--- src/logic/siwc_pkg.sv ---
/*
  Package for the interrupt and wake-up control block: register offset,
  field positions, reset values, mode and channel-state encodings.
  Assumes nothing beyond a SystemVerilog compiler.
*/
package siwc_pkg;

  // Register map, byte address on the Avalon-MM slave (index 2, four bytes a word).
  localparam logic [7:0]  SIWC_REG_IDX         = 8'h02;
  localparam logic [7:0]  SIWC_ADDR_CTRL       = 8'h08;
  localparam logic [7:0]  SIWC_ADDR_MODE       = 8'h0C;

  // Field positions in the control register.
  localparam int          SIWC_ID_HI           = 15;
  localparam int          SIWC_ID_LO           = 13;
  localparam int          SIWC_LOCK_BIT        = 12;
  localparam int          SIWC_MAIN_IE_BIT     = 11;
  localparam int          SIWC_CAN_IE_BIT      = 10;
  localparam int          SIWC_LIN_A_BIT       = 9;
  localparam int          SIWC_LIN_B_BIT       = 8;
  localparam int          SIWC_WAKE_A_HI       = 7;
  localparam int          SIWC_WAKE_A_LO       = 6;
  localparam int          SIWC_WAKE_B_HI       = 5;
  localparam int          SIWC_WAKE_B_LO       = 4;

  // Fixed register address code and reset values.
  localparam logic [2:0]  SIWC_ID_CODE         = 3'h2;
  localparam logic [12:4] SIWC_CTRL_RESET      = 9'h000;
  localparam logic [1:0]  SIWC_MODE_RESET      = 2'h0;

  // Wake input edge selections.
  localparam logic [1:0]  SIWC_EDGE_OFF        = 2'h0;
  localparam logic [1:0]  SIWC_EDGE_RISE       = 2'h1;
  localparam logic [1:0]  SIWC_EDGE_FALL       = 2'h2;
  localparam logic [1:0]  SIWC_EDGE_BOTH       = 2'h3;

  // Chip operating mode codes.
  localparam logic [1:0]  SIWC_MODE_STANDBY    = 2'h0;
  localparam logic [1:0]  SIWC_MODE_SLEEP      = 2'h1;
  localparam logic [1:0]  SIWC_MODE_NORM_OFF   = 2'h2;
  localparam logic [1:0]  SIWC_MODE_NORM_ON    = 2'h3;

  // LIN channel state outputs.
  localparam logic [1:0]  SIWC_LIN_OFF         = 2'h0;
  localparam logic [1:0]  SIWC_LIN_ACTIVE      = 2'h1;
  localparam logic [1:0]  SIWC_LIN_LOWPOWER    = 2'h2;

  // Bus state machine.
  typedef enum logic [1:0] {SIWC_IDLE, SIWC_ANSWER} siwc_bus_t;

  // Whole state of the block.
  typedef struct packed {
    siwc_bus_t   bus;
    logic        write_lock;
    logic        main_supply_low_irq_enable;
    logic        can_supply_low_irq_enable;
    logic        lin_a_standby_ctrl;
    logic        lin_b_standby_ctrl;
    logic [1:0]  wake_in_a_edge_select;
    logic [1:0]  wake_in_b_edge_select;
    logic [1:0]  chip_mode_field;
    logic [31:0] readdata;
    logic [2:0]  wake_a_sync;
    logic [2:0]  wake_b_sync;
    logic [1:0]  main_low_sync;
    logic [1:0]  can_low_sync;
    logic [1:0]  lin_a_wake_sync;
    logic [1:0]  lin_b_wake_sync;
    logic        lin_a_wake_flag;
    logic        lin_b_wake_flag;
    logic        main_low_irq;
    logic        can_low_irq;
    logic        wake_a_irq;
    logic        wake_b_irq;
    logic        lin_a_wake_irq;
    logic        lin_b_wake_irq;
  } siwc_state_t;

endpackage

--- src/logic/siwc_top.sv ---
/*
  Interrupt and wake-up control register with its gating logic.
  Holds the 16-bit control register, the chip mode field, wake input edge
  detection and the LIN channel state outputs, reached over Avalon-MM.
  Assumes one 25 MHz clock, a synchronous active-low reset, and that all
  analog event inputs (pins) are asynchronous and get synchronised here.
*/
// The implementer's own choice: the Avalon-MM slave port.
`timescale 1ns/100ps
module siwc_top
  import siwc_pkg::*;
(
  input  wire logic        clk,
  input  wire logic        rstn,
  input  wire logic [7:0]  address,
  input  wire logic        read,
  input  wire logic        write,
  input  wire logic [31:0] writedata,
  input  wire logic [3:0]  byteenable,
  output logic [31:0]      readdata,
  output logic             waitrequest,
  input  wire logic        wake_in_a,
  input  wire logic        wake_in_b,
  input  wire logic        main_supply_low,
  input  wire logic        can_supply_low,
  input  wire logic        lin_a_bus_wake,
  input  wire logic        lin_b_bus_wake,
  output logic [1:0]       lin_a_state,
  output logic [1:0]       lin_b_state,
  output logic             lin_a_receive_out,
  output logic             lin_b_receive_out,
  output logic             main_low_irq,
  output logic             can_low_irq,
  output logic             wake_a_irq,
  output logic             wake_b_irq,
  output logic             lin_a_wake_irq,
  output logic             lin_b_wake_irq
);

  siwc_state_t st;
  siwc_state_t next_st;
  logic [15:0] ctrl_word;
  logic        normal_mode;
  logic        wr_ctrl;
  logic        wr_mode;
  logic        a_rise;
  logic        a_fall;
  logic        b_rise;
  logic        b_fall;

  ////////////////////////////////////////////////////////////////////////////
  // Read view of the control register; the id code is wired, never stored.
  assign ctrl_word = {SIWC_ID_CODE, st.write_lock,
                      st.main_supply_low_irq_enable, st.can_supply_low_irq_enable,
                      st.lin_a_standby_ctrl, st.lin_b_standby_ctrl,
                      st.wake_in_a_edge_select, st.wake_in_b_edge_select, 4'h0};

  // Normal modes are the two codes with the upper bit set.
  assign normal_mode = st.chip_mode_field[1];

  // Edges seen between the second and third synchroniser stages.
  assign a_rise = st.wake_a_sync[1] & ~st.wake_a_sync[2];
  assign a_fall = ~st.wake_a_sync[1] & st.wake_a_sync[2];
  assign b_rise = st.wake_b_sync[1] & ~st.wake_b_sync[2];
  assign b_fall = ~st.wake_b_sync[1] & st.wake_b_sync[2];

  // A write lands only in the answer cycle, so it takes effect exactly once.
  assign wr_ctrl = (st.bus == SIWC_ANSWER) && write && (address == SIWC_ADDR_CTRL);
  assign wr_mode = (st.bus == SIWC_ANSWER) && write && (address == SIWC_ADDR_MODE);

  ////////////////////////////////////////////////////////////////////////////
  // Waitrequest drops for one cycle in the answer state; one wait per access.
  assign waitrequest = (read || write) && (st.bus != SIWC_ANSWER);
  assign readdata    = st.readdata;

  // Outputs from the state flops; the receive outputs are the inverted wake flags.
  assign main_low_irq      = st.main_low_irq;
  assign can_low_irq       = st.can_low_irq;
  assign wake_a_irq        = st.wake_a_irq;
  assign wake_b_irq        = st.wake_b_irq;
  assign lin_a_wake_irq    = st.lin_a_wake_irq;
  assign lin_b_wake_irq    = st.lin_b_wake_irq;
  assign lin_a_receive_out = ~st.lin_a_wake_flag;
  assign lin_b_receive_out = ~st.lin_b_wake_flag;

  // Channel state decoding from standby control and chip mode.
  always_comb begin
    if (st.lin_a_standby_ctrl) begin
      lin_a_state = SIWC_LIN_LOWPOWER;
    end else if (normal_mode) begin
      lin_a_state = SIWC_LIN_ACTIVE;
    end else begin
      lin_a_state = SIWC_LIN_OFF;
    end
    if (st.lin_b_standby_ctrl) begin
      lin_b_state = SIWC_LIN_LOWPOWER;
    end else if (normal_mode) begin
      lin_b_state = SIWC_LIN_ACTIVE;
    end else begin
      lin_b_state = SIWC_LIN_OFF;
    end
  end

  ////////////////////////////////////////////////////////////////////////////
  // Next-state logic for the whole block.
  always_comb begin
    next_st = st;
    // Two-flop synchronisers; third stage of the wake inputs feeds edge logic.
    next_st.wake_a_sync     = {st.wake_a_sync[1:0], wake_in_a};
    next_st.wake_b_sync     = {st.wake_b_sync[1:0], wake_in_b};
    next_st.main_low_sync   = {st.main_low_sync[0], main_supply_low};
    next_st.can_low_sync    = {st.can_low_sync[0], can_supply_low};
    next_st.lin_a_wake_sync = {st.lin_a_wake_sync[0], lin_a_bus_wake};
    next_st.lin_b_wake_sync = {st.lin_b_wake_sync[0], lin_b_bus_wake};

    // Undervoltage requests are level requests, gated by their enables.
    next_st.main_low_irq = st.main_low_sync[1] & st.main_supply_low_irq_enable;
    next_st.can_low_irq  = st.can_low_sync[1] & st.can_supply_low_irq_enable;

    // Wake input pulses by edge selection.
    case (st.wake_in_a_edge_select)
      SIWC_EDGE_RISE: next_st.wake_a_irq = a_rise;
      SIWC_EDGE_FALL: next_st.wake_a_irq = a_fall;
      SIWC_EDGE_BOTH: next_st.wake_a_irq = a_rise | a_fall;
      default:        next_st.wake_a_irq = 1'b0;
    endcase
    case (st.wake_in_b_edge_select)
      SIWC_EDGE_RISE: next_st.wake_b_irq = b_rise;
      SIWC_EDGE_FALL: next_st.wake_b_irq = b_fall;
      SIWC_EDGE_BOTH: next_st.wake_b_irq = b_rise | b_fall;
      default:        next_st.wake_b_irq = 1'b0;
    endcase

    // LIN wake flags: captured only in low power, cleared when active.
    // Off mode leaves the flag alone but neither sets it nor requests.
    if (st.lin_a_standby_ctrl) begin
      next_st.lin_a_wake_flag = st.lin_a_wake_flag | st.lin_a_wake_sync[1];
    end else if (normal_mode) begin
      next_st.lin_a_wake_flag = 1'b0;
    end
    if (st.lin_b_standby_ctrl) begin
      next_st.lin_b_wake_flag = st.lin_b_wake_flag | st.lin_b_wake_sync[1];
    end else if (normal_mode) begin
      next_st.lin_b_wake_flag = 1'b0;
    end
    next_st.lin_a_wake_irq = st.lin_a_standby_ctrl & st.lin_a_wake_sync[1];
    next_st.lin_b_wake_irq = st.lin_b_standby_ctrl & st.lin_b_wake_sync[1];

    // Bus slave: one wait cycle, then answer.
    case (st.bus)
      SIWC_IDLE: begin
        if (read || write) begin
          next_st.bus = SIWC_ANSWER;
          if (address == SIWC_ADDR_CTRL) begin
            next_st.readdata = {16'h0000, ctrl_word};
          end else if (address == SIWC_ADDR_MODE) begin
            next_st.readdata = {30'h0000000, st.chip_mode_field};
          end else begin
            next_st.readdata = 32'h00000000;                       // Unmapped reads zero.
          end
        end
      end
      SIWC_ANSWER: begin
        next_st.bus = SIWC_IDLE;
      end
      default: next_st.bus = SIWC_IDLE;
    endcase

    // Control writes are ignored while locked, including the lock bit itself.
    if (wr_ctrl && !st.write_lock) begin
      if (byteenable[1]) begin
        next_st.write_lock                 = writedata[SIWC_LOCK_BIT];
        next_st.main_supply_low_irq_enable = writedata[SIWC_MAIN_IE_BIT];
        next_st.can_supply_low_irq_enable  = writedata[SIWC_CAN_IE_BIT];
        next_st.lin_a_standby_ctrl         = writedata[SIWC_LIN_A_BIT];
        next_st.lin_b_standby_ctrl         = writedata[SIWC_LIN_B_BIT];
      end
      if (byteenable[0]) begin
        next_st.wake_in_a_edge_select = writedata[SIWC_WAKE_A_HI:SIWC_WAKE_A_LO];
        next_st.wake_in_b_edge_select = writedata[SIWC_WAKE_B_HI:SIWC_WAKE_B_LO];
      end
    end
    if (wr_mode && byteenable[0]) begin
      next_st.chip_mode_field = writedata[1:0];
    end
  end

  ////////////////////////////////////////////////////////////////////////////
  // State register; synchronous reset clears every writable field.
  always_ff @(posedge clk) begin
    if (!rstn) begin
      st <= '0;
      st.chip_mode_field <= SIWC_MODE_RESET;
    end else begin
      st <= next_st;
    end
  end
endmodule

--- config.mk ---
export PLATFORM = sky130hd
export DESIGN_NAME = siwc_top
export DESIGN_NICKNAME = d
export VERILOG_FILES = /design/src/logic/siwc_pkg.sv /design/src/logic/siwc_top.sv
export SDC_FILE = /design/constraint.sdc
export NUM_CORES = 1
export LEC_CHECK = 0
export BUFFER_PORTS_ARGS = -buffer_cell sky130_fd_sc_hd__buf_2
export CAP_MARGIN = 0
export CELL_PAD_IN_SITES_DETAIL_PLACEMENT = 1
export CELL_PAD_IN_SITES_GLOBAL_PLACEMENT = 2
export CORE_MARGIN = 2
export CORE_UTILIZATION = 27
export CTS_BUF_LIST = sky130_fd_sc_hd__clkbuf_4 sky130_fd_sc_hd__clkbuf_8
export DETAILED_ROUTE_END_ITERATION = 10
export PLACE_DENSITY = 0.94
export SLEW_MARGIN = 20
export SYNTH_ARGS = -nofsm -noshare
export SYNTH_HDL_FRONTEND = slang
export SYNTH_SLANG_ARGS = --single-unit
--- constraint.sdc ---
create_clock -name clk -period 2.1 [get_ports clk]
set_clock_uncertainty 0.15 [all_clocks]
set_input_delay 0.21 -clock clk [delete_from_list [all_inputs] [get_ports clk]]
set_output_delay 0.21 -clock clk [all_outputs]
set_load 0.01 [all_outputs]
==> flow_summary_export.csv <==
group,metric,value,unit
status,status,"finished, final reports clean",
synthesis,ys_seq_area_share,45.4,%
clock_tree,ctsHoldBuffers,9,
clock_tree,cts_buffers,5,
layout,area_growth,19.3,%
die,die_w,90.6,um
timing,slew_violations,0,
timing,rsz0062_at_grt,"false",
timing,post-route-period-util,81.9,%
clock_tree,cts_tree,"built",
clock_tree,clkLatencyLatePin,290,ps
critical_path,required,2170,ps
die,die_y,90.6,um
critical_path,rr_endpoint,"readdata[4]$_SDFFE_PN0P_",
power_and_ir_drop,power_density,652,nW/um^2
grt,grt_pass1_vias,1435,
worst_hold_path,min_from,"writedata[1]",
critical_path,path_buf_inv,1,
critical_path,crit_path_start_kind,"register",
synthesis,synth_compound_area_share,7.78,%
synthesis,syn_area,2030,sq um
route,drt_first_pass_iters,4,
clock_tree,htreeDepth,2,
route,wire_per_inst,11.5,um
clock_tree,path_clk_slew,80,ps
synthesis,synth_xor_area_share,0,%
synthesis,synth-adder-area-share,2.47,%
grt,grt_pass1_wl,6790,um
grt,grt_use_total,10.3,%
timing,setup_viol,0,
die,core,7250,sq um
die,io_pins,99,
timing,hold_violations,0,
synthesis,avgSynthCellArea,9.65,sq um
clock_tree,cts.sinks,46,
critical_path,cpLargestDelayFamily,"simple AND/OR/NAND/NOR gates",
grt,grt_max_degree,27,
timing,min_period,1720,ps
place,hpwl,3100,um
synthesis,synth_mux_area_share,4.94,%
synthesis,ys_seq_elements,46,
synthesis,yosys.area_share.simple,22.7,%
route,drc,0,
clock_tree,postCtsSetupBuffers,0,
critical_path,cp.arrival,1790,ps
timing,tns,0,ps
place,port_buffers,55,
critical_path,worstPathMaxFanout,16,
critical_path,crit_slowest_cell,"or4_4",
route,viasPerCell,4.04,
clock_tree,cts_resized,0,
route,via_count,1456,
critical_path,path_cells,"o21bai_1 -> buf_12 -> or4_4 -> o21ai_2",
route,drtIter0Drc,37,
grt,antenna_found_initial,0,
layout,nets,318,
synthesis,synth_warnings,0,
critical_path,path_class,"register to register",
die,num_rows,31,
critical_path,reg2reg_from,"st[65]$_SDFFE_PN0N_",
clock_tree,root_buffer,"clkbuf_8",
layout,drive_gt1_share,32.2,%
die,die_area,8220,sq um
timing,max_freq,581,MHz
critical_path,crit_path_end_kind,"register",
worst_hold_path,hp-class,"input pin to register",
job,max_cap_viol_count,0,
synthesis,synth_cells,210,
critical_path,reg2regPathDepth,4,
grt,grt_overflow,0,
synthesis,synth_top_family_by_area,"simple AND/OR/NAND/NOR gates",
route,drt.antenna.violating_nets,0,
layout,diodes,0,
layout,utilization,33.3,%
power_and_ir_drop,ir_worst_vdd,0.317,mV
power_and_ir_drop,leakagePower,1.06,nW
place,place.gp.congestion,0.697,
worst_hold_path,hold_end,"normal_mode$_SDFFE_PN0P_",
clock_tree,clock_path_buffers,2,
critical_path,ff2ff_setup_slack,380,ps
worst_hold_path,hold_path_depth,3,
route,wl,4150,um
die,initial_utilization,27.9,%
timing,worst_hold_slack,18.4,ps
synthesis,synth.distinct_cells,27,
critical_path,slowest_delay,650,ps
final cells by class:
| type | count | area [sq um] |
|---|---|---|
| Inverter | 7 | 26.3 |
| Fill cell | 871 | 4840 |
| Timing Repair Buffer | 68 | 408 |
| Clock inverter | 1 | 5.00 |
| Sequential cell | 46 | 921 |
| Multi-Input combinational cell | 132 | 843 |
| Tap cell | 99 | 124 |
| Clock buffer | 7 | 90.1 |
worst min-delay path, cell delays in order:
cell and delay, ps:
buf_2 90, nand2_1 50, mux2i_1 60
cells in the mapped netlist:
library cell  instances  area (sq um)
a21boi_0              2          15.0
a21boi_1              2          15.0
a21boi_2              1          11.3
and2_1               15          93.8
and3_1                4          25.0
buf_4                34           255
buf_6                 2          22.5
clkbuf_1              8          30.0
conb_1                1          3.75
dfxtp_1              46           921
ha_1                  4          50.1
inv_1                 7          26.3
mux2i_1              10           100
nand2_1              30           113
nand3_1              10          50.1
nand3b_1              2          15.0
nor2b_1               6          37.5
nor4_2                1          12.5
nor4_4                2          42.5
o21ai_0               2          10.0
o21ai_1               1          5.00
o21ai_2               9          78.8
o21bai_1              3          22.5
or3b_1                1          8.76
or3b_2                2          17.5
or4_1                 3          22.5
or4_4                 2          22.5
sequential cells by signal (all words and copies together) (netlist names):
register / flops
st: 10
readdata: 12
ctrl_word: 9
lin_a_wake_irq: 1
can_low_irq: 1
next_st: 8
normal_mode: 1
lin_b_wake_irq: 1
wake_b_irq: 1
wake_a_irq: 1
main_low_irq: 1
layer usage:
layer / track usage (%) / part of all wire [%] / up-vias
met5: 0 / 0 / -
met4: 2.31 / 0 / 0
met3: 2.67 / 4.3 / 0
met2: 19.0 / 51 / 37
met1: 11.9 / 44 / 689
li1: - / - / 730
through the flow:
stage | instances | setup slack (ps) | power (mW) | area, sq um
after floorplan | 229 | 334 | 1.00 | 2100
after global placement | 343 | 204 | 1.03 | 2230
after detailed placement | 343 | 177 | 1.03 | 2230
after CTS | 360 | 358 | 1.62 | 2420
after global routing | 360 | 322 | 1.67 | 2420
final | 360 | 379 | 1.58 | 2420
logic make-up (layout without fill, tap and decap cells):
family,count (synthesis),after routing
adders and majority gates,4,4
buffers and inverters,51,83
other,1,20
muxes,10,10
DFF,46,46
AOI/OAI and AO/OA,20,20
and+or+nand+nor,78,78
cell usage in the layout (no fill, tap or decap), drive strengths merged:
master,instances
buf,59
dfxtp,46
nand2,30
conb,20
and2,15
o21ai,12
mux2i,10
nand3,10
dlygate4sd3,9
inv,7
clkbuf,7
nor2b,6
or4,5
a21boi,5
and3,4
ha,4
o21bai,3
or3b,3
nor4,3
nand3b,2
clkinv,1
how the worst max path moves through the flow:
stage                                    from                        end  cells after the start  slack [ps]
final                     st[65]$_SDFFE_PN0N_   readdata[4]$_SDFFE_PN0P_                      4         380
after global routing      st[65]$_SDFFE_PN0N_   readdata[4]$_SDFFE_PN0P_                      4         320
after CTS                 st[65]$_SDFFE_PN0N_   readdata[4]$_SDFFE_PN0P_                      4         360
after detailed placement           address[1]   readdata[4]$_SDFFE_PN0P_                      4         180
after global placement             address[1]  readdata[12]$_SDFFE_PN0P_                      4         200
after floorplan                    address[5]   readdata[4]$_SDFFE_PN0P_                      5         330
power breakdown:
group	internal [mW]	switching (mW)
clock	0.279	0.279
sequential	0.885	0.00412
combinational	0.0581	0.0724
Note: power is estimated with default switching activity, not from simulation.
